<file path="src/logic/slpg_pkg.sv">
// Shared constants for the status LED pattern generator
package slpg_pkg;

  // Clock and pattern time base
  localparam int unsigned CLK_PERIOD_NS = 50;
  localparam int unsigned TICK_TIME_NS  = 50000000;
  localparam int unsigned TICK_CYCLES   = TICK_TIME_NS / CLK_PERIOD_NS;
  localparam int unsigned TICK_CNT_W    = 20;

  // Pattern times in milliseconds, each a multiple of the 50 ms tick
  localparam int unsigned TICK_MS        = TICK_TIME_NS / 1000000;
  localparam int unsigned FLICKER_MS     = 100;
  localparam int unsigned BLINK_MS       = 400;
  localparam int unsigned SLOW_MS        = 1000;
  localparam int unsigned NET_FLASH_MS   = 200;
  localparam int unsigned NET_PAUSE_MS   = 1000;
  localparam int unsigned DEV_DARK_MS    = 900;
  localparam int unsigned DEV_LIT_MS     = 100;

  localparam int unsigned FLICKER_TICKS   = FLICKER_MS / TICK_MS;
  localparam int unsigned BLINK_TICKS     = BLINK_MS / TICK_MS;
  localparam int unsigned SLOW_TICKS      = SLOW_MS / TICK_MS;
  localparam int unsigned NET_FLASH_TICKS = NET_FLASH_MS / TICK_MS;
  localparam int unsigned NET_PAUSE_TICKS = NET_PAUSE_MS / TICK_MS;
  localparam int unsigned DEV_DARK_TICKS  = DEV_DARK_MS / TICK_MS;
  localparam int unsigned DEV_LIT_TICKS   = DEV_LIT_MS / TICK_MS;

  // Register byte offsets
  localparam logic [7:0] NET_CTRL_OFS   = 8'h00;
  localparam logic [7:0] DEV_CTRL_OFS   = 8'h04;
  localparam logic [7:0] LED_CTRL_OFS   = 8'h08;
  localparam logic [7:0] LED_STATUS_OFS = 8'h0c;

  // Field positions
  localparam int unsigned STATE_LSB      = 0;
  localparam int unsigned STATE_W        = 3;
  localparam int unsigned NET_WDOG_BIT   = 8;
  localparam int unsigned NET_INTERR_BIT = 9;
  localparam int unsigned NET_CFGERR_BIT = 10;
  localparam int unsigned DEV_FWBAD_BIT  = 8;
  localparam int unsigned DEV_FWDL_BIT   = 9;
  localparam int unsigned LED_EN_BIT     = 0;

  // Reset values
  localparam logic [31:0] NET_CTRL_RST = 32'h0000_0000;
  localparam logic [31:0] DEV_CTRL_RST = 32'h0000_0000;
  localparam logic [31:0] LED_CTRL_RST = 32'h0000_0001;

  typedef enum logic [2:0] {
    COMM_INIT    = 3'b000,
    COMM_PREOP   = 3'b001,
    COMM_SAFEOP  = 3'b010,
    COMM_OP      = 3'b011,
    COMM_BOOT    = 3'b100
  } slpg_comm_type;

  typedef enum logic [2:0] {
    DRV_SW_ON_DIS   = 3'b000,
    DRV_READY       = 3'b001,
    DRV_SWITCHED_ON = 3'b010,
    DRV_OP_ENABLED  = 3'b011,
    DRV_QUICK_STOP  = 3'b100,
    DRV_FAULT_REACT = 3'b101,
    DRV_FAULT       = 3'b110
  } slpg_drive_type;

endpackage : slpg_pkg

</file>
<file path="src/logic/slpg_timebase.sv">
// Free-running divider giving one-cycle 50 ms tick pulses
module slpg_timebase
  import slpg_pkg::*;
#(
  parameter int unsigned TICKS = TICK_CYCLES
)
(
  input  wire logic pclk,
  input  wire logic presetn,
  output logic      tick
);

  logic [TICK_CNT_W-1:0] count;
  logic [TICK_CNT_W-1:0] next_count;
  logic                  next_tick;

  always_comb
  begin
    next_tick  = 1'b0;
    next_count = count + 1'b1;
    if (count == TICK_CNT_W'(TICKS - 1))
    begin
      next_count = '0;
      next_tick  = 1'b1;
    end
  end

  always_ff @(posedge pclk or negedge presetn)
  begin
    if (!presetn)
    begin
      count <= '0;
      tick  <= 1'b0;
    end
    else
    begin
      count <= next_count;
      tick  <= next_tick;
    end
  end

endmodule : slpg_timebase

</file>
<file path="src/logic/slpg_top.sv">
// Status LED pattern generator with APB register access
//
// Behaviour
// - Net green: INIT off, PREOP blink, SAFEOP single flash, OP on, BOOT flicker.
// - Net red stays off with no error condition present.
// - Net red double-flashes on application watchdog timeout.
// - Net red single-flashes after autonomous state change from internal error.
// - Net red blinks on general configuration error.
// - Net blink toggles continuously at about 2.5 Hz.
// - Flicker, for net green and port LEDs, toggles at about 10 Hz.
// - Net flash lit 0.2 s; flash group followed by 1 s dark pause.
// - Power stage disabled states: device green slow blink, red off.
// - Operation enabled or quick stop: device green on, red off.
// - Fault state: device green off, red on.
// - Fault reaction active: device green and red both on.
// - No valid firmware or download: red on, green flashing.
// - Device flash repeats 0.9 s dark then 0.1 s lit.
// - Device slow blink toggles at about 1 Hz.
// - Each port LED: closed off, open on, open with traffic flickers.
// - Port link indication applies to 100 Mbit/s links.
//
// Chosen here: the APB slave port and the register addresses.
module slpg_top
  import slpg_pkg::*;
#(
  parameter int unsigned TICKS = TICK_CYCLES
)
(
  input  wire logic        pclk,
  input  wire logic        presetn,
  input  wire logic        psel,
  input  wire logic        penable,
  input  wire logic        pwrite,
  input  wire logic [7:0]  paddr,
  input  wire logic [31:0] pwdata,
  output logic      [31:0] prdata,
  output logic             pready,
  output logic             pslverr,
  input  wire logic        port_in_open,
  input  wire logic        port_in_activity,
  input  wire logic        port_in_100m,
  input  wire logic        port_out_open,
  input  wire logic        port_out_activity,
  input  wire logic        port_out_100m,
  output logic             net_green,
  output logic             net_red,
  output logic             dev_green,
  output logic             dev_red,
  output logic             port_in_led,
  output logic             port_out_led
);

  // Register index 0..3 for a mapped word, 4 for an unmapped address
  function automatic logic [2:0] reg_index(input logic [7:0] addr);
    unique case (addr)
      NET_CTRL_OFS:   reg_index = 3'd0;
      DEV_CTRL_OFS:   reg_index = 3'd1;
      LED_CTRL_OFS:   reg_index = 3'd2;
      LED_STATUS_OFS: reg_index = 3'd3;
      default:        reg_index = 3'd4;
    endcase
  endfunction : reg_index

  logic tick;
  logic w_flicker;
  logic w_blink;
  logic w_slow;
  logic w_single;
  logic w_double;
  logic w_devflash;

  slpg_timebase #(.TICKS(TICKS)) u_timebase (
    .pclk    (pclk),
    .presetn (presetn),
    .tick    (tick)
  );

  slpg_wave #(
    .PERIOD (FLICKER_TICKS),
    .A_END  (FLICKER_TICKS / 2)
  ) u_flicker (
    .pclk    (pclk),
    .presetn (presetn),
    .tick    (tick),
    .lit     (w_flicker)
  );

  slpg_wave #(
    .PERIOD (BLINK_TICKS),
    .A_END  (BLINK_TICKS / 2)
  ) u_blink (
    .pclk    (pclk),
    .presetn (presetn),
    .tick    (tick),
    .lit     (w_blink)
  );

  slpg_wave #(
    .PERIOD (SLOW_TICKS),
    .A_END  (SLOW_TICKS / 2)
  ) u_slow (
    .pclk    (pclk),
    .presetn (presetn),
    .tick    (tick),
    .lit     (w_slow)
  );

  slpg_wave #(
    .PERIOD (NET_FLASH_TICKS + NET_PAUSE_TICKS),
    .A_END  (NET_FLASH_TICKS)
  ) u_single (
    .pclk    (pclk),
    .presetn (presetn),
    .tick    (tick),
    .lit     (w_single)
  );

  // Double flash: lit, dark gap of one flash length, lit, then the pause
  slpg_wave #(
    .PERIOD  (3 * NET_FLASH_TICKS + NET_PAUSE_TICKS),
    .A_END   (NET_FLASH_TICKS),
    .B_START (2 * NET_FLASH_TICKS),
    .B_END   (3 * NET_FLASH_TICKS)
  ) u_double (
    .pclk    (pclk),
    .presetn (presetn),
    .tick    (tick),
    .lit     (w_double)
  );

  slpg_wave #(
    .PERIOD  (DEV_DARK_TICKS + DEV_LIT_TICKS),
    .A_END   (0),
    .B_START (DEV_DARK_TICKS),
    .B_END   (DEV_DARK_TICKS + DEV_LIT_TICKS)
  ) u_devflash (
    .pclk    (pclk),
    .presetn (presetn),
    .tick    (tick),
    .lit     (w_devflash)
  );

  // Register file and APB slave
  logic [31:0] net_ctrl;
  logic [31:0] dev_ctrl;
  logic [31:0] led_ctrl;
  logic [31:0] next_net_ctrl;
  logic [31:0] next_dev_ctrl;
  logic [31:0] next_led_ctrl;
  logic [31:0] next_prdata;
  logic        next_pready;
  logic        next_pslverr;
  logic [31:0] led_status;
  logic        access;
  logic [2:0]  reg_sel;

  assign led_status = {26'h0, port_out_led, port_in_led,
                       dev_red, dev_green, net_red, net_green};
  assign reg_sel    = reg_index(paddr);
  // Answer on the second access cycle; pready low on the first
  assign access     = psel && penable && !pready;

  always_comb
  begin
    next_net_ctrl = net_ctrl;
    next_dev_ctrl = dev_ctrl;
    next_led_ctrl = led_ctrl;
    next_prdata   = 32'h0000_0000;
    next_pready   = access;
    next_pslverr  = 1'b0;
    if (access)
    begin
      next_pslverr = (reg_sel == 3'd4);
      if (pwrite)
      begin
        if (reg_sel == 3'd0)
          next_net_ctrl = pwdata & 32'h0000_0707;
        if (reg_sel == 3'd1)
          next_dev_ctrl = pwdata & 32'h0000_0307;
        if (reg_sel == 3'd2)
          next_led_ctrl = pwdata & 32'h0000_0001;
      end
      else
      begin
        unique case (reg_sel)
          3'd0:    next_prdata = net_ctrl;
          3'd1:    next_prdata = dev_ctrl;
          3'd2:    next_prdata = led_ctrl;
          3'd3:    next_prdata = led_status;
          default: next_prdata = 32'h0000_0000;
        endcase
      end
    end
  end

  always_ff @(posedge pclk or negedge presetn)
  begin
    if (!presetn)
    begin
      net_ctrl <= NET_CTRL_RST;
      dev_ctrl <= DEV_CTRL_RST;
      led_ctrl <= LED_CTRL_RST;
      prdata   <= 32'h0000_0000;
      pready   <= 1'b0;
      pslverr  <= 1'b0;
    end
    else
    begin
      net_ctrl <= next_net_ctrl;
      dev_ctrl <= next_dev_ctrl;
      led_ctrl <= next_led_ctrl;
      prdata   <= next_prdata;
      pready   <= next_pready;
      pslverr  <= next_pslverr;
    end
  end

  // LED decode
  logic [2:0] comm_state;
  logic [2:0] drive_state;
  logic       enabled;
  logic       next_net_green;
  logic       next_net_red;
  logic       next_dev_green;
  logic       next_dev_red;
  logic       next_port_in;
  logic       next_port_out;

  assign comm_state  = net_ctrl[STATE_LSB +: STATE_W];
  assign drive_state = dev_ctrl[STATE_LSB +: STATE_W];
  assign enabled     = led_ctrl[LED_EN_BIT];

  always_comb
  begin
    unique case (comm_state)
      COMM_INIT:   next_net_green = 1'b0;
      COMM_PREOP:  next_net_green = w_blink;
      COMM_SAFEOP: next_net_green = w_single;
      COMM_OP:     next_net_green = 1'b1;
      COMM_BOOT:   next_net_green = w_flicker;
      default:     next_net_green = 1'b0;
    endcase

    if (net_ctrl[NET_WDOG_BIT])
      next_net_red = w_double;
    else if (net_ctrl[NET_INTERR_BIT])
      next_net_red = w_single;
    else if (net_ctrl[NET_CFGERR_BIT])
      next_net_red = w_blink;
    else
      next_net_red = 1'b0;

    // Firmware trouble overrides whatever the drive state claims
    if (dev_ctrl[DEV_FWBAD_BIT] || dev_ctrl[DEV_FWDL_BIT])
    begin
      next_dev_green = w_devflash;
      next_dev_red   = 1'b1;
    end
    else
    begin
      unique case (drive_state)
        DRV_SW_ON_DIS, DRV_READY, DRV_SWITCHED_ON:
        begin
          next_dev_green = w_slow;
          next_dev_red   = 1'b0;
        end
        DRV_OP_ENABLED, DRV_QUICK_STOP:
        begin
          next_dev_green = 1'b1;
          next_dev_red   = 1'b0;
        end
        DRV_FAULT_REACT:
        begin
          next_dev_green = 1'b1;
          next_dev_red   = 1'b1;
        end
        DRV_FAULT:
        begin
          next_dev_green = 1'b0;
          next_dev_red   = 1'b1;
        end
        default:
        begin
          next_dev_green = 1'b0;
          next_dev_red   = 1'b0;
        end
      endcase
    end

    // Only a 100 Mbit/s link is indicated; others leave the LED dark
    next_port_in  = port_in_100m && port_in_open &&
                    (port_in_activity ? w_flicker : 1'b1);
    next_port_out = port_out_100m && port_out_open &&
                    (port_out_activity ? w_flicker : 1'b1);

    if (!enabled)
    begin
      next_net_green = 1'b0;
      next_net_red   = 1'b0;
      next_dev_green = 1'b0;
      next_dev_red   = 1'b0;
      next_port_in   = 1'b0;
      next_port_out  = 1'b0;
    end
  end

  always_ff @(posedge pclk or negedge presetn)
  begin
    if (!presetn)
    begin
      net_green    <= 1'b0;
      net_red      <= 1'b0;
      dev_green    <= 1'b0;
      dev_red      <= 1'b0;
      port_in_led  <= 1'b0;
      port_out_led <= 1'b0;
    end
    else
    begin
      net_green    <= next_net_green;
      net_red      <= next_net_red;
      dev_green    <= next_dev_green;
      dev_red      <= next_dev_red;
      port_in_led  <= next_port_in;
      port_out_led <= next_port_out;
    end
  end

endmodule : slpg_top

</file>
<file path="src/logic/slpg_wave.sv">
// Periodic lit/dark wave stepped by ticks, with up to two lit windows
module slpg_wave
  import slpg_pkg::*;
#(
  parameter int unsigned PERIOD  = 2,
  parameter int unsigned A_END   = 1,
  parameter int unsigned B_START = 0,
  parameter int unsigned B_END   = 0
)
(
  input  wire logic pclk,
  input  wire logic presetn,
  input  wire logic tick,
  output logic      lit
);

  logic [5:0] phase;
  logic [5:0] next_phase;
  logic       next_lit;

  always_comb
  begin
    next_phase = phase;
    if (tick)
      next_phase = (phase == 6'(PERIOD - 1)) ? 6'h00 : phase + 6'h01;
    next_lit = (next_phase < 6'(A_END)) ||
               ((next_phase >= 6'(B_START)) && (next_phase < 6'(B_END)));
  end

  always_ff @(posedge pclk or negedge presetn)
  begin
    if (!presetn)
    begin
      phase <= 6'h00;
      lit   <= 1'b0;
    end
    else
    begin
      phase <= next_phase;
      lit   <= next_lit;
    end
  end

endmodule : slpg_wave
</file>
<file path="config.mk">
export PLATFORM = sky130hd
export DESIGN_NAME = slpg_top
export DESIGN_NICKNAME = d
export VERILOG_FILES = /design/src/logic/slpg_pkg.sv /design/src/logic/slpg_timebase.sv /design/src/logic/slpg_top.sv /design/src/logic/slpg_wave.sv
export SDC_FILE = /design/constraint.sdc
export NUM_CORES = 1
export LEC_CHECK = 0
export BUFFER_PORTS_ARGS = -buffer_cell sky130_fd_sc_hd__buf_4
export CORE_MARGIN = 4
export CORE_UTILIZATION = 50
export CTS_BUF_LIST = sky130_fd_sc_hd__clkbuf_16
export DETAILED_ROUTE_END_ITERATION = 8
export PLACE_DENSITY = 0.81
export SYNTH_ARGS = -nofsm -noshare
export SYNTH_HDL_FRONTEND = slang
export SYNTH_HIERARCHICAL = 1
export SYNTH_SLANG_ARGS = --single-unit
</file>
<file path="constraint.sdc">
create_clock -name pclk -period 4.05 [get_ports pclk]
set_input_delay 0.405 -clock pclk [delete_from_list [all_inputs] [get_ports pclk]]
set_output_delay 0.405 -clock pclk [all_outputs]
set_load 0.01 [all_outputs]
</file>
Word-level counts from Yosys, hierarchy flattened
Cells that the tools add are included.
{"block": "word_totals", "reg_bits": 115, "latch_bits": 0, "ramBits": 0, "rom_bits": 0, "in_bits": 51, "output_inout_bits": 40, "elab_cells": 139, "n_memories": 0}
{"block": "op_classes", "add_sub_neg": 7, "n_mul": 0, "n_div": 0, "magnitude_cmp": 18, "eq_ne": 24, "n_shift": 0, "muxes": 35, "bitwise": 0, "reduce_logical": 29}
{"operator": "6-bit two-way mux", "n": 12}
{"operator": "11-bit case mux with 4 select lines", "n": 1}
{"operator": "6-bit by 1-bit adder with 6-bit output (second input constant)", "n": 6}
{"operator": "6-bit by 1-bit less-than comparator with 1-bit output (second input constant)", "n": 6}
{"operator": "6-bit by 5-bit == test with 1-bit output (second input constant)", "n": 4}
{"operator": "6-bit by 1-bit greater-or-equal comparator with 1-bit output (second input constant)", "n": 4}
{"operator": "11-bit two-way mux", "n": 2}
{"operator": "20-bit by 1-bit adder with 20-bit output (second input constant)", "n": 1}
{"operator": "20-bit == test (second input constant)", "n": 1}
{"operator": "20-bit two-way mux", "n": 1}
{"operator": "3-bit by 2-bit == test with 1-bit output (second input constant)", "n": 6}
{"operator": "6-bit by 3-bit less-than comparator with 1-bit output (second input constant)", "n": 3}
{"operator": "8-bit by 4-bit == test with 1-bit output (second input constant)", "n": 2}
{"operator": "1-bit two-way mux", "n": 16}
{"operator": "3-bit == test (second input constant)", "n": 5}
{"operator": "1-bit logical AND", "n": 12}
{"operator": "6-bit by 4-bit less-than comparator with 1-bit output (second input constant)", "n": 2}
{"operator": "3-bit case mux with 4 select lines", "n": 1}
{"operator": "3-bit by 1-bit == test with 1-bit output (second input constant)", "n": 3}
{"operator": "3-bit AND reduction", "n": 3}
{"operator": "8-bit by 3-bit == test with 1-bit output (second input constant)", "n": 1}
{"operator": "8-bit logical NOT", "n": 1}
{"operator": "1-bit logical OR", "n": 7}
{"operator": "6-bit by 1-bit == test with 1-bit output (second input constant)", "n": 1}
{"operator": "other kinds (10)", "n": 12}

Logic depth before layout (Yosys ltp)
Gate-level depths: netlist of run 1.
{"block": "logic_depth", "word_depth": 6, "ltp_mapped": 6, "depth_no_buf": 6}

By module
Netlist of run 1, hierarchy kept.
{"mod": "slpg_top", "instances": 1, "cells_per_inst": 127, "area_each_um2": 1462.7, "seq_area_each_um2": 726.9}
{"mod": "slpg_timebase", "instances": 1, "cells_per_inst": 98, "area_each_um2": 1071.0, "seq_area_each_um2": 525.5}
{"mod": "slpg_wave (u_slow)", "instances": 1, "cells_per_inst": 39, "area_each_um2": 381.6, "seq_area_each_um2": 175.2}
{"mod": "slpg_wave (u_flicker)", "instances": 1, "cells_per_inst": 32, "area_each_um2": 371.6, "seq_area_each_um2": 175.2}
{"mod": "slpg_wave (u_blink)", "instances": 1, "cells_per_inst": 33, "area_each_um2": 365.4, "seq_area_each_um2": 175.2}
{"mod": "slpg_wave (u_devflash)", "instances": 1, "cells_per_inst": 32, "area_each_um2": 362.8, "seq_area_each_um2": 175.2}
{"mod": "slpg_wave (u_double)", "instances": 1, "cells_per_inst": 31, "area_each_um2": 344.1, "seq_area_each_um2": 175.2}
{"mod": "slpg_wave (u_single)", "instances": 1, "cells_per_inst": 30, "area_each_um2": 331.6, "seq_area_each_um2": 175.2}

Least setup slack after synthesis of run 1
OpenSTA, ideal clock, no wires.
{"block": "synth_path", "path_kind": "input to register", "from": "in paddr[1]", "to": "reg net_ctrl[0]", "setup_ns": 0.125, "arrival_time_ns": 1.792, "t_required_ns": 3.925, "path_slack_ns": 2.133, "path_stages": 4, "path_buffers": 1, "path_cell_list": "or4_1 buf_2 nor4_4 mux2_2"}
{"block": "synth_via", "elab_chain_len": 4, "elab_cells_between_ends": 7, "cone_classes": "eq/ne: 3; mux: 1; reduce/logical: 3"}
{"element": "from (decl)", "line": "slpg_top.sv:34", "text": "input wire logic [7:0] paddr,"}
{"element": "8-bit by 4-bit == test with 1-bit output, or another cell as far along", "line": "slpg_top.sv:55", "text": "unique case (addr)"}
{"element": "3-bit case mux with 4 select lines (*)", "line": "slpg_top.sv:55"}
{"element": "3-bit logical NOT (*)", "line": "slpg_top.sv:176", "text": "if (reg_sel == 3'd0)"}
{"element": "3-bit AND reduction (no source line) (*)"}
{"element": "to (signal assigned)", "line": "slpg_top.sv:209", "text": "net_ctrl <= next_net_ctrl;"}
{"element": "to (decl)", "line": "slpg_top.sv:144", "text": "logic [31:0] net_ctrl;"}
Mark *: on every way between the ends. The rest lies on a longest branch, timed or not.
A chain may end at the register's enable or synchronous reset.

Worst setup path in the final report of run 1
{"block": "layout_path", "from": "reg u_timebase.tick", "to": "reg u_single.lit"}
{"block": "layout_via", "elab_chain_len": 4, "elab_cells_between_ends": 6, "cone_classes": "order compare: 3; mux: 1; reduce/logical: 2"}
{"element": "from (decl)", "line": "slpg_timebase.sv:10", "text": "output logic tick"}
{"element": "from (signal assigned)", "line": "slpg_timebase.sv:38", "text": "tick <= next_tick;"}
{"element": "6-bit two-way mux (*)", "line": "slpg_wave.sv:24", "text": "if (tick)"}
{"element": "6-bit by 1-bit greater-or-equal comparator with 1-bit output / 6-bit by 1-bit less-than comparator with 1-bit output (equally long branches)", "line": "slpg_wave.sv:27", "text": "((next_phase >= 6'(B_START)) && (next_phase < 6'(B_END)));"}
{"element": "1-bit logical AND", "line": "slpg_wave.sv:27"}
{"element": "1-bit logical OR (*)", "line": "slpg_wave.sv:26", "text": "next_lit = (next_phase < 6'(A_END)) ||"}
{"element": "named net u_single.next_lit", "line": "slpg_wave.sv:19", "text": "logic next_lit;"}
{"element": "to (signal assigned)", "line": "slpg_wave.sv:40", "text": "lit <= next_lit;"}
{"element": "to (decl)", "line": "slpg_wave.sv:14", "text": "output logic lit"}
Mark *: on every way through the listed nets, which the timed path passes. The rest lies on a longest branch.

==> results of run 1 <==
## critical path, cell delays in order, from the launching register on
cell and delay (ps):
sky130_fd_sc_hd__dfrtp_1 920, sky130_fd_sc_hd__buf_4 340, sky130_fd_sc_hd__and4_4 270, sky130_fd_sc_hd__nor4_1 50, sky130_fd_sc_hd__a211o_1 290
## registers in the layout, summed over array words and instances, names as in the netlist, 5 cells and up
register,flops
dev_ctrl,5
net_ctrl,6
prdata,9
u_blink/phase,6
u_devflash/phase,6
u_double/phase,6
u_flicker/phase,6
u_single/phase,6
u_slow/phase,6
u_timebase/count,20
## synthesized netlist by cell type, types with 3 or more instances
cell type | instances | area, sq um
sky130_fd_sc_hd__nand3b_1 | 4 | 30.0
sky130_fd_sc_hd__nor4_4 | 3 | 63.8
sky130_fd_sc_hd__nor2_1 | 33 | 124
sky130_fd_sc_hd__nand2b_1 | 3 | 18.8
sky130_fd_sc_hd__mux2_2 | 17 | 191
sky130_fd_sc_hd__nor4_2 | 4 | 50.1
sky130_fd_sc_hd__buf_4 | 24 | 180
sky130_fd_sc_hd__xnor2_1 | 24 | 210
sky130_fd_sc_hd__nor2b_1 | 3 | 18.8
sky130_fd_sc_hd__nand4_1 | 11 | 68.8
sky130_fd_sc_hd__inv_1 | 16 | 60.1
sky130_fd_sc_hd__and3_1 | 3 | 18.8
sky130_fd_sc_hd__dfrtp_1 | 91 | 2280
sky130_fd_sc_hd__mux2i_1 | 6 | 60.1
sky130_fd_sc_hd__buf_2 | 5 | 25.0
sky130_fd_sc_hd__clkbuf_1 | 3 | 11.3
sky130_fd_sc_hd__nor3_1 | 7 | 35.0
sky130_fd_sc_hd__nand3_1 | 22 | 110
sky130_fd_sc_hd__a211oi_1 | 6 | 45.0
sky130_fd_sc_hd__xor2_1 | 12 | 105
sky130_fd_sc_hd__nand2_1 | 19 | 71.3
sky130_fd_sc_hd__nor4b_1 | 3 | 26.3
sky130_fd_sc_hd__a21oi_1 | 9 | 45.0
sky130_fd_sc_hd__o21ai_0 | 9 | 45.0
sky130_fd_sc_hd__ha_1 | 8 | 100
sky130_fd_sc_hd__nor4_1 | 6 | 37.5
sky130_fd_sc_hd__o21a_1 | 4 | 30.0
sky130_fd_sc_hd__a21o_1 | 5 | 37.5
## routing by layer
metal | global-route usage (%) | vias to the layer above | routed length, microns
li1 | - | 1554 | -
met4 | 7.78 | 0 | 209
met1 | 19.8 | 1582 | 3660
met3 | 3.09 | 17 | 349
met2 | 27.2 | 85 | 4340
met5 | 0 | - | 0
## area by class of cell
cell class | instances | area share, %
Clock inverter | 7 | 1.86
Tap cell | 111 | 2.61
Sequential cell | 92 | 43.3
Multi-Input combinational cell | 302 | 40.8
Inverter | 16 | 1.13
Timing Repair Buffer | 43 | 6.07
Clock buffer | 9 | 4.23
## layout by cell type (no fill, tap or decap), types with 4 or more instances in the layout
cell type,synthesis,final
sky130_fd_sc_hd__nor4_1,6,6
sky130_fd_sc_hd__nand3_1,22,22
sky130_fd_sc_hd__inv_1,16,16
sky130_fd_sc_hd__a21o_1,5,5
sky130_fd_sc_hd__xor2_1,12,12
sky130_fd_sc_hd__xnor2_1,24,24
sky130_fd_sc_hd__nand3b_1,4,4
sky130_fd_sc_hd__nand2_1,19,19
sky130_fd_sc_hd__nor2_1,33,33
sky130_fd_sc_hd__mux2_2,17,17
sky130_fd_sc_hd__buf_4,24,43
sky130_fd_sc_hd__dfrtp_1,91,91
sky130_fd_sc_hd__mux2i_1,6,6
sky130_fd_sc_hd__ha_1,8,8
sky130_fd_sc_hd__nor3_1,7,7
sky130_fd_sc_hd__clkbuf_16,0,9
sky130_fd_sc_hd__nor4_2,4,4
sky130_fd_sc_hd__nand4_1,11,11
sky130_fd_sc_hd__o21a_1,4,4
sky130_fd_sc_hd__a21oi_1,9,9
sky130_fd_sc_hd__a211oi_1,6,6
sky130_fd_sc_hd__o21ai_0,9,9
sky130_fd_sc_hd__conb_1,1,23
## power by group through the flow
| stage | Sequential, uW | Clock, uW | Combinational, uW |
|---|---|---|---|
| after floorplan | 942 | 0 | 40.1 |
| after global placement | 941 | 0 | 64.7 |
| after detailed placement | 941 | 0 | 65.9 |
| after CTS | 924 | 912 | 66.0 |
| after global routing | 924 | 956 | 72.8 |
| final | 924 | 896 | 64.9 |
## cell families after synthesis
logic type	count (synthesis)	synth area share (%)
other	1	0.0799
buffers and inverters	50	6.37
adders and majority gates	8	2.13
AOI/OAI and AO/OA	55	8.11
muxes	25	6.08
DFF	92	49.1
xor gates and xnor gates	36	6.72
and+or+nand+nor	155	21.4
## per-stage QoR
stage	power [uW]	area, sq um	worst slack (ps)	hold WS [ps]
after floorplan	982	4770	2130	109
after global placement	1010	5000	1860	491
after detailed placement	1010	5000	1820	495
after CTS	1900	5320	2040	147
after global routing	1950	5320	1890	192
final	1880	5320	2050	124
## path summary, 6_finish.rpt
check	start	end	slack [ps]	cells past startpoint
worst max-delay path	u_timebase/tick	u_single/lit	2050	4
worst min-delay path	presetn	u_flicker/phase[2]	120	1
worst max register to register	u_timebase/tick	u_single/lit	2050	4
worst min register to register	u_timebase/count[0]	u_timebase/count[0]	500	1
max in group asynchronous	presetn	u_blink/phase[5]	3030	2
min in group pclk	port_out_activity	port_out_led	240	2
==> results.rst, run 1 <==
.. list-table::
   :header-rows: 1

   * - Metric
     - Value
   * - Per-instance average area after synthesis
     - 11.1 sq um
   * - Crit Path Class
     - register to register
   * - Sequential share of the synthesized area
     - 49.1%
   * - Data arrival time at the worst-slack endpoint
     - 2220 ps
   * - Vias in the first global route
     - 3,154
   * - Most common flop cell mapped by yosys
     - sky130_fd_sc_hd__dfrtp_1
   * - Count of fill cells added during filler insertion
     - 722
   * - Unrepaired setup endpoints after global routing
     - false
   * - Synthesized cell area
     - 4690 sq um
   * - Number of distinct library cell variants in the gate-level netlist after synthesis
     - 76
   * - Final Hold Fails
     - 0
   * - Overflow left after global routing
     - 0
   * - Root Buffer Master
     - sky130_fd_sc_hd__clkbuf_16
   * - Clock buffers created by TritonCTS
     - 9
   * - Upper clock frequency limit
     - 500 MHz
   * - Global-route usage over all layers
     - 16.1%
   * - Buffer depth of the longest clock path
     - 2
   * - Clock insertion delay at the later pin of the skew report
     - 340 ps
   * - Power per standard cell area
     - 354 nW/um^2
   * - Buffers inserted during post-CTS setup optimization
     - 0
   * - Part of the power in combinational logic
     - 3.4%
   * - Post-Route Setup TNS
     - 0 ps
   * - Floorplan Core Area
     - 9200 sq um
   * - Number of antenna violations at the first check in global routing
     - 0
   * - H-tree level count
     - 3
   * - Number of enable flip-flop cells after synthesis
     - 0
   * - Post-synthesis instance total
     - 422
   * - Share of power burned in registers
     - 49.0%
   * - Total number of yosys warnings
     - 6
   * - Number of slew-limit violations in the final report
     - 0
   * - Cell Count Post-Placement
     - 564
   * - # DRC
     - 0
   * - Share of flip-flops with an asynchronous set or reset after synthesis
     - 100%
   * - Multi-input logic area
     - 2170 sq um
   * - 1st-iter DRT viols
     - 190
   * - Maximum number of pins on one net before global-route repair
     - 60
   * - Minimum period implied by the final worst setup slack
     - 2000 ps
   * - Net Switching
     - 396 uW
   * - Detailed placer's ending HPWL
     - 6070 microns
   * - First-pass GRT wire length
     - 14,700 microns
   * - Clock transition at path regs
     - 70 ps
   * - Total of buffers placed on input and output ports
     - 41
   * - Worst slew pin tran
     - 888 ps
   * - Fraction of power spent switching nets
     - 21.0%
   * - Finished Layout Cells
     - 580
   * - I/O pin cnt
     - 91
   * - DRT Pass-1 Iters
     - 5
   * - Diode insertion count for antenna repair
     - 0
   * - CP Launch Type
     - register
   * - Type of the most critical hold path
     - primary input to asynchronous set/reset pin
   * - Final period utilization
     - 49.4%
   * - Kind of end point of the critical path
     - register
   * - Layout cells sized above 1
     - 22.8%
   * - Peak fanout along the critical path
     - 30
   * - Number of nets with antenna violations after routing
     - 0
   * - TritonCTS clock tree
     - done
   * - Number of endpoints failing setup at the final stage
     - 0
   * - Clock power frac
     - 47.5%
   * - Area of the die
     - 11,000 sq um
   * - Initial Utilization
     - 51.0%
   * - Cell Int Power
     - 1490 uW
   * - Post-cts sizing count
     - 0
   * - Area taken by flip-flops and latches
     - 2300 sq um
   * - RD Place Congestion
     - 0.830
   * - Row Count
     - 35
   * - Layout area overhead
     - 13.4%
   * - Core occupancy in the finished layout
     - 57.9%
   * - Post-CTS Hold Fix Bufs
     - 0
   * - Worst rel slew slack
     - 40.8%
   * - Post-DR vias/cell
     - 5.58
   * - Post-layout nets
     - 523
   * - Leak Pwr
     - 0.00248 uW
   * - Outcome
     - complete, no violations
   * - Routed Wire Length
     - 8550 microns
   * - Chip width
     - 105 microns
   * - MaxCap Viol Count
     - 0
   * - Req. time, crit path
     - 4270 ps
   * - Per-cell routed wire length
     - 14.7 microns
   * - Flops & latches, synth
     - 92
   * - Sinks on Clock Net
     - 92
   * - Worst VDD drop
     - 0.166 mV
   * - Die height
     - 105 microns
   * - Overall via count from detail_route
     - 3,238
   * - Maximum clock skew at final layout
     - 7.28 ps
No activity file was read; power rests on OpenSTA's default activity.
==> run 2, diff against run 1 <==
PLACE_DENSITY = 0.84   (was 0.81)
clock period = 1.8 ns   (was 4.05 ns; I/O delays follow)
==> results.rst, run 2 (synthesis results as in run 1) <==
.. list-table::
   :header-rows: 1

   * - Metric
     - Value
   * - Post-DR vias/cell
     - 5.69 (was 5.58)
   * - Global-route usage over all layers
     - 16.4% (was 16.1%)
   * - Diode insertion count for antenna repair
     - 0 (unchanged)
   * - Post-layout nets
     - 533 (was 523)
   * - First-pass GRT wire length
     - 15,000 microns (was 14,700 microns)
   * - Dominant delay contributor by cell family on the critical path
     - simple AND/OR/NAND/NOR gates (was flip-flops)
   * - 1st-iter DRT viols
     - 160 (was 190)
   * - Number of nets with antenna violations after routing
     - 0 (unchanged)
   * - H-tree level count
     - 3 (unchanged)
   * - TritonCTS clock tree
     - done (unchanged)
   * - Number of endpoints failing setup at the final stage
     - 0 (unchanged)
   * - Clock insertion delay at the later pin of the skew report
     - 330 ps (was 340 ps)
   * - Endpoint, Worst Hold
     - port_out_led
   * - CP Launch Type
     - register (unchanged)
   * - Per-cell routed wire length
     - 15.2 microns (was 14.7 microns)
   * - Clock buffers created by TritonCTS
     - 9 (unchanged)
   * - Largest reg by FF count
     - u_timebase/count (unchanged)
   * - Core occupancy in the finished layout
     - 58.4% (was 57.9%)
   * - Reg2Reg Depth
     - 4 (unchanged)
   * - Detailed placer's ending HPWL
     - 6180 microns (was 6070 microns)
   * - Max reg flops
     - 20 (unchanged)
   * - Hold path startpoint
     - port_out_activity
   * - Chip width
     - 105 microns (unchanged)
   * - Final Total Pwr
     - 3910 uW (was 1880 uW)
   * - Critical path buffers and inverters
     - 0 (was 1)
   * - Type of the most critical hold path
     - primary input to register (was primary input to asynchronous set/reset pin)
   * - Final period utilization
     - 91.8% (was 49.4%)
   * - Overall via count from detail_route
     - 3,358 (was 3,238)
   * - Library cell contributing the largest single delay on the critical path
     - sky130_fd_sc_hd__or4_4 (was sky130_fd_sc_hd__dfrtp_1)
   * - Outcome
     - complete, no violations (unchanged)
   * - Sinks on Clock Net
     - 92 (unchanged)
   * - Leak Pwr
     - 0.00252 uW (was 0.00248 uW)
   * - Number of slew-limit violations in the final report
     - 0 (unchanged)
   * - Clock transition at path regs
     - 60 ps (was 70 ps)
   * - CP Cell Sequence
     - nand4_4, or4_4, nor2_2, xor2_1 (was buf_4, and4_4, nor4_1, a211o_1)
   * - Overflow left after global routing
     - 0 (unchanged)
   * - Most frequent cells in the layout
     - sky130_fd_sc_hd__dfrtp_1 (91), sky130_fd_sc_hd__buf_4 (50), sky130_fd_sc_hd__nor2_1 (33) (was sky130_fd_sc_hd__dfrtp_1 (91), sky130_fd_sc_hd__buf_4 (43), sky130_fd_sc_hd__nor2_1 (33))
   * - Minimum period implied by the final worst setup slack
     - 1650 ps (was 2000 ps)
   * - Req. time, crit path
     - 2050 ps (was 4270 ps)
   * - Area of the die
     - 11,000 sq um (unchanged)
   * - Die height
     - 105 microns (unchanged)
   * - Worst VDD drop
     - 0.446 mV (was 0.166 mV)
   * - RD Place Congestion
     - 0.831 (was 0.830)
   * - Root Buffer Master
     - sky130_fd_sc_hd__clkbuf_16 (unchanged)
   * - Number of antenna violations at the first check in global routing
     - 0 (unchanged)
   * - Data arrival time at the worst-slack endpoint
     - 1910 ps (was 2220 ps)
   * - FF-to-FF End
     - u_timebase/count[13] (was u_single/lit)
   * - Critical path depth in cells
     - 4 (unchanged)
   * - Vias in the first global route
     - 3,190 (was 3,154)
   * - Maximum clock skew at final layout
     - 6.52 ps (was 7.28 ps)
   * - Layout cells sized above 1
     - 23.4% (was 22.8%)
   * - Peak fanout along the critical path
     - 8 (was 30)
   * - Worst hold path stage count
     - 2
   * - DRT Pass-1 Iters
     - 5 (unchanged)
   * - Row Count
     - 35 (unchanged)
   * - Final Hold Fails
     - 0 (unchanged)
   * - Power per standard cell area
     - 728 nW/um^2 (was 354 nW/um^2)
   * - Crit Path Class
     - register to register (unchanged)
   * - MaxCap Viol Count
     - 0 (unchanged)
   * - Most common library cell in the layout ignoring fill and taps
     - sky130_fd_sc_hd__dfrtp_1 (unchanged)
   * - FF-to-FF Start
     - u_timebase/count[3] (was u_timebase/tick)
   * - Setup slack of the worst register-to-register path
     - 150 ps (was 2050 ps)
   * - Routed Wire Length
     - 8980 microns (was 8550 microns)
   * - Initial Utilization
     - 51.0% (unchanged)
   * - Post-Route Setup TNS
     - 0 ps (unchanged)
   * - Upper clock frequency limit
     - 605 MHz (was 500 MHz)
   * - Total of buffers placed on input and output ports
     - 41 (unchanged)
   * - I/O pin cnt
     - 91 (unchanged)
   * - # DRC
     - 0 (unchanged)
   * - Largest registers
     - u_timebase/count x20, prdata x9 (unchanged)
   * - Floorplan Core Area
     - 9200 sq um (unchanged)
   * - Layout area overhead
     - 14.5% (was 13.4%)
   * - Worst path max stage delay
     - 600 ps (was 920 ps)
   * - Unrepaired setup endpoints after global routing
     - false (unchanged)
   * - Maximum number of pins on one net before global-route repair
     - 51 (was 60)
   * - Buffer depth of the longest clock path
     - 2 (unchanged)
   * - Kind of end point of the critical path
     - register (unchanged)
[run 2: cell count changes in the layout (fill, tap and decap cells not counted), sizes merged]
cell and delta:
buf +9, bufinv -2, clkinvlp +2, clkinv -1, dlygate4sd3 +1, inv +1
[run 2: layer usage]
| metal | wire [microns] | track usage [%] |
|---|---|---|
| met4 | 178 | 6.84 |
| met5 | 0 | 0 |
| met2 | 4560 | 28.1 |
| met3 | 348 | 2.10 |
| met1 | 3890 | 21.1 |
[run 2: how the worst max path moves through the flow]
stage	to	slack, ps	from
CTS	net_ctrl[0]	50	pready
finish	u_timebase/count[13]	150	u_timebase/count[3]
global placement	net_ctrl[2]	-50	paddr[1]
global route	u_timebase/count[14]	20	u_timebase/count[0]
floorplan	u_blink/lit	80	u_timebase/tick
detailed placement	net_ctrl[0]	-90	paddr[1]
[run 2: final cells by class]
type,instances,area [sq um]
Timing Repair Buffer,53,425
Multi-Input combinational cell,302,2180
Tap cell,111,139
Inverter,16,60.1
Clock inverter,7,37.5
Fill cell,713,3830
Sequential cell,92,2300
Clock buffer,9,225
[run 2: worst register-to-register path: cells and delay by family, from the launching register on]
family / cells / cell delay [ps]
flip-flops: 1 / 460
XOR/XNOR: 1 / 180
AND/OR/NAND/NOR: 3 / 930
[run 2: what timing repair did]
item | in CTS | in global routing
hold buffers | 1 | 0
endpoints found under the hold margin | 20 | 0
endpoints found under the setup margin | 0 | 7
buffers inserted | 0 | 2
gates resized for setup | 0 | 1
[run 2: where the power goes]
part           internal (uW)  switching [uW]  total, uW
Clock                    915             755       1670
Combinational           62.8            97.8        161
Sequential              2070            5.71       2080
[run 2: stage by stage]
stage	std cells	setup slack, ps	instance area [sq um]	hold slack (ps)
final	590	147	5370	14.1
after global routing	590	23.0	5370	10.3
after floorplan	444	83.6	4770	-116
after detailed placement	571	-92.1	5070	94.3
after global placement	571	-46.6	5070	95.3
after CTS	588	54.5	5350	7.81
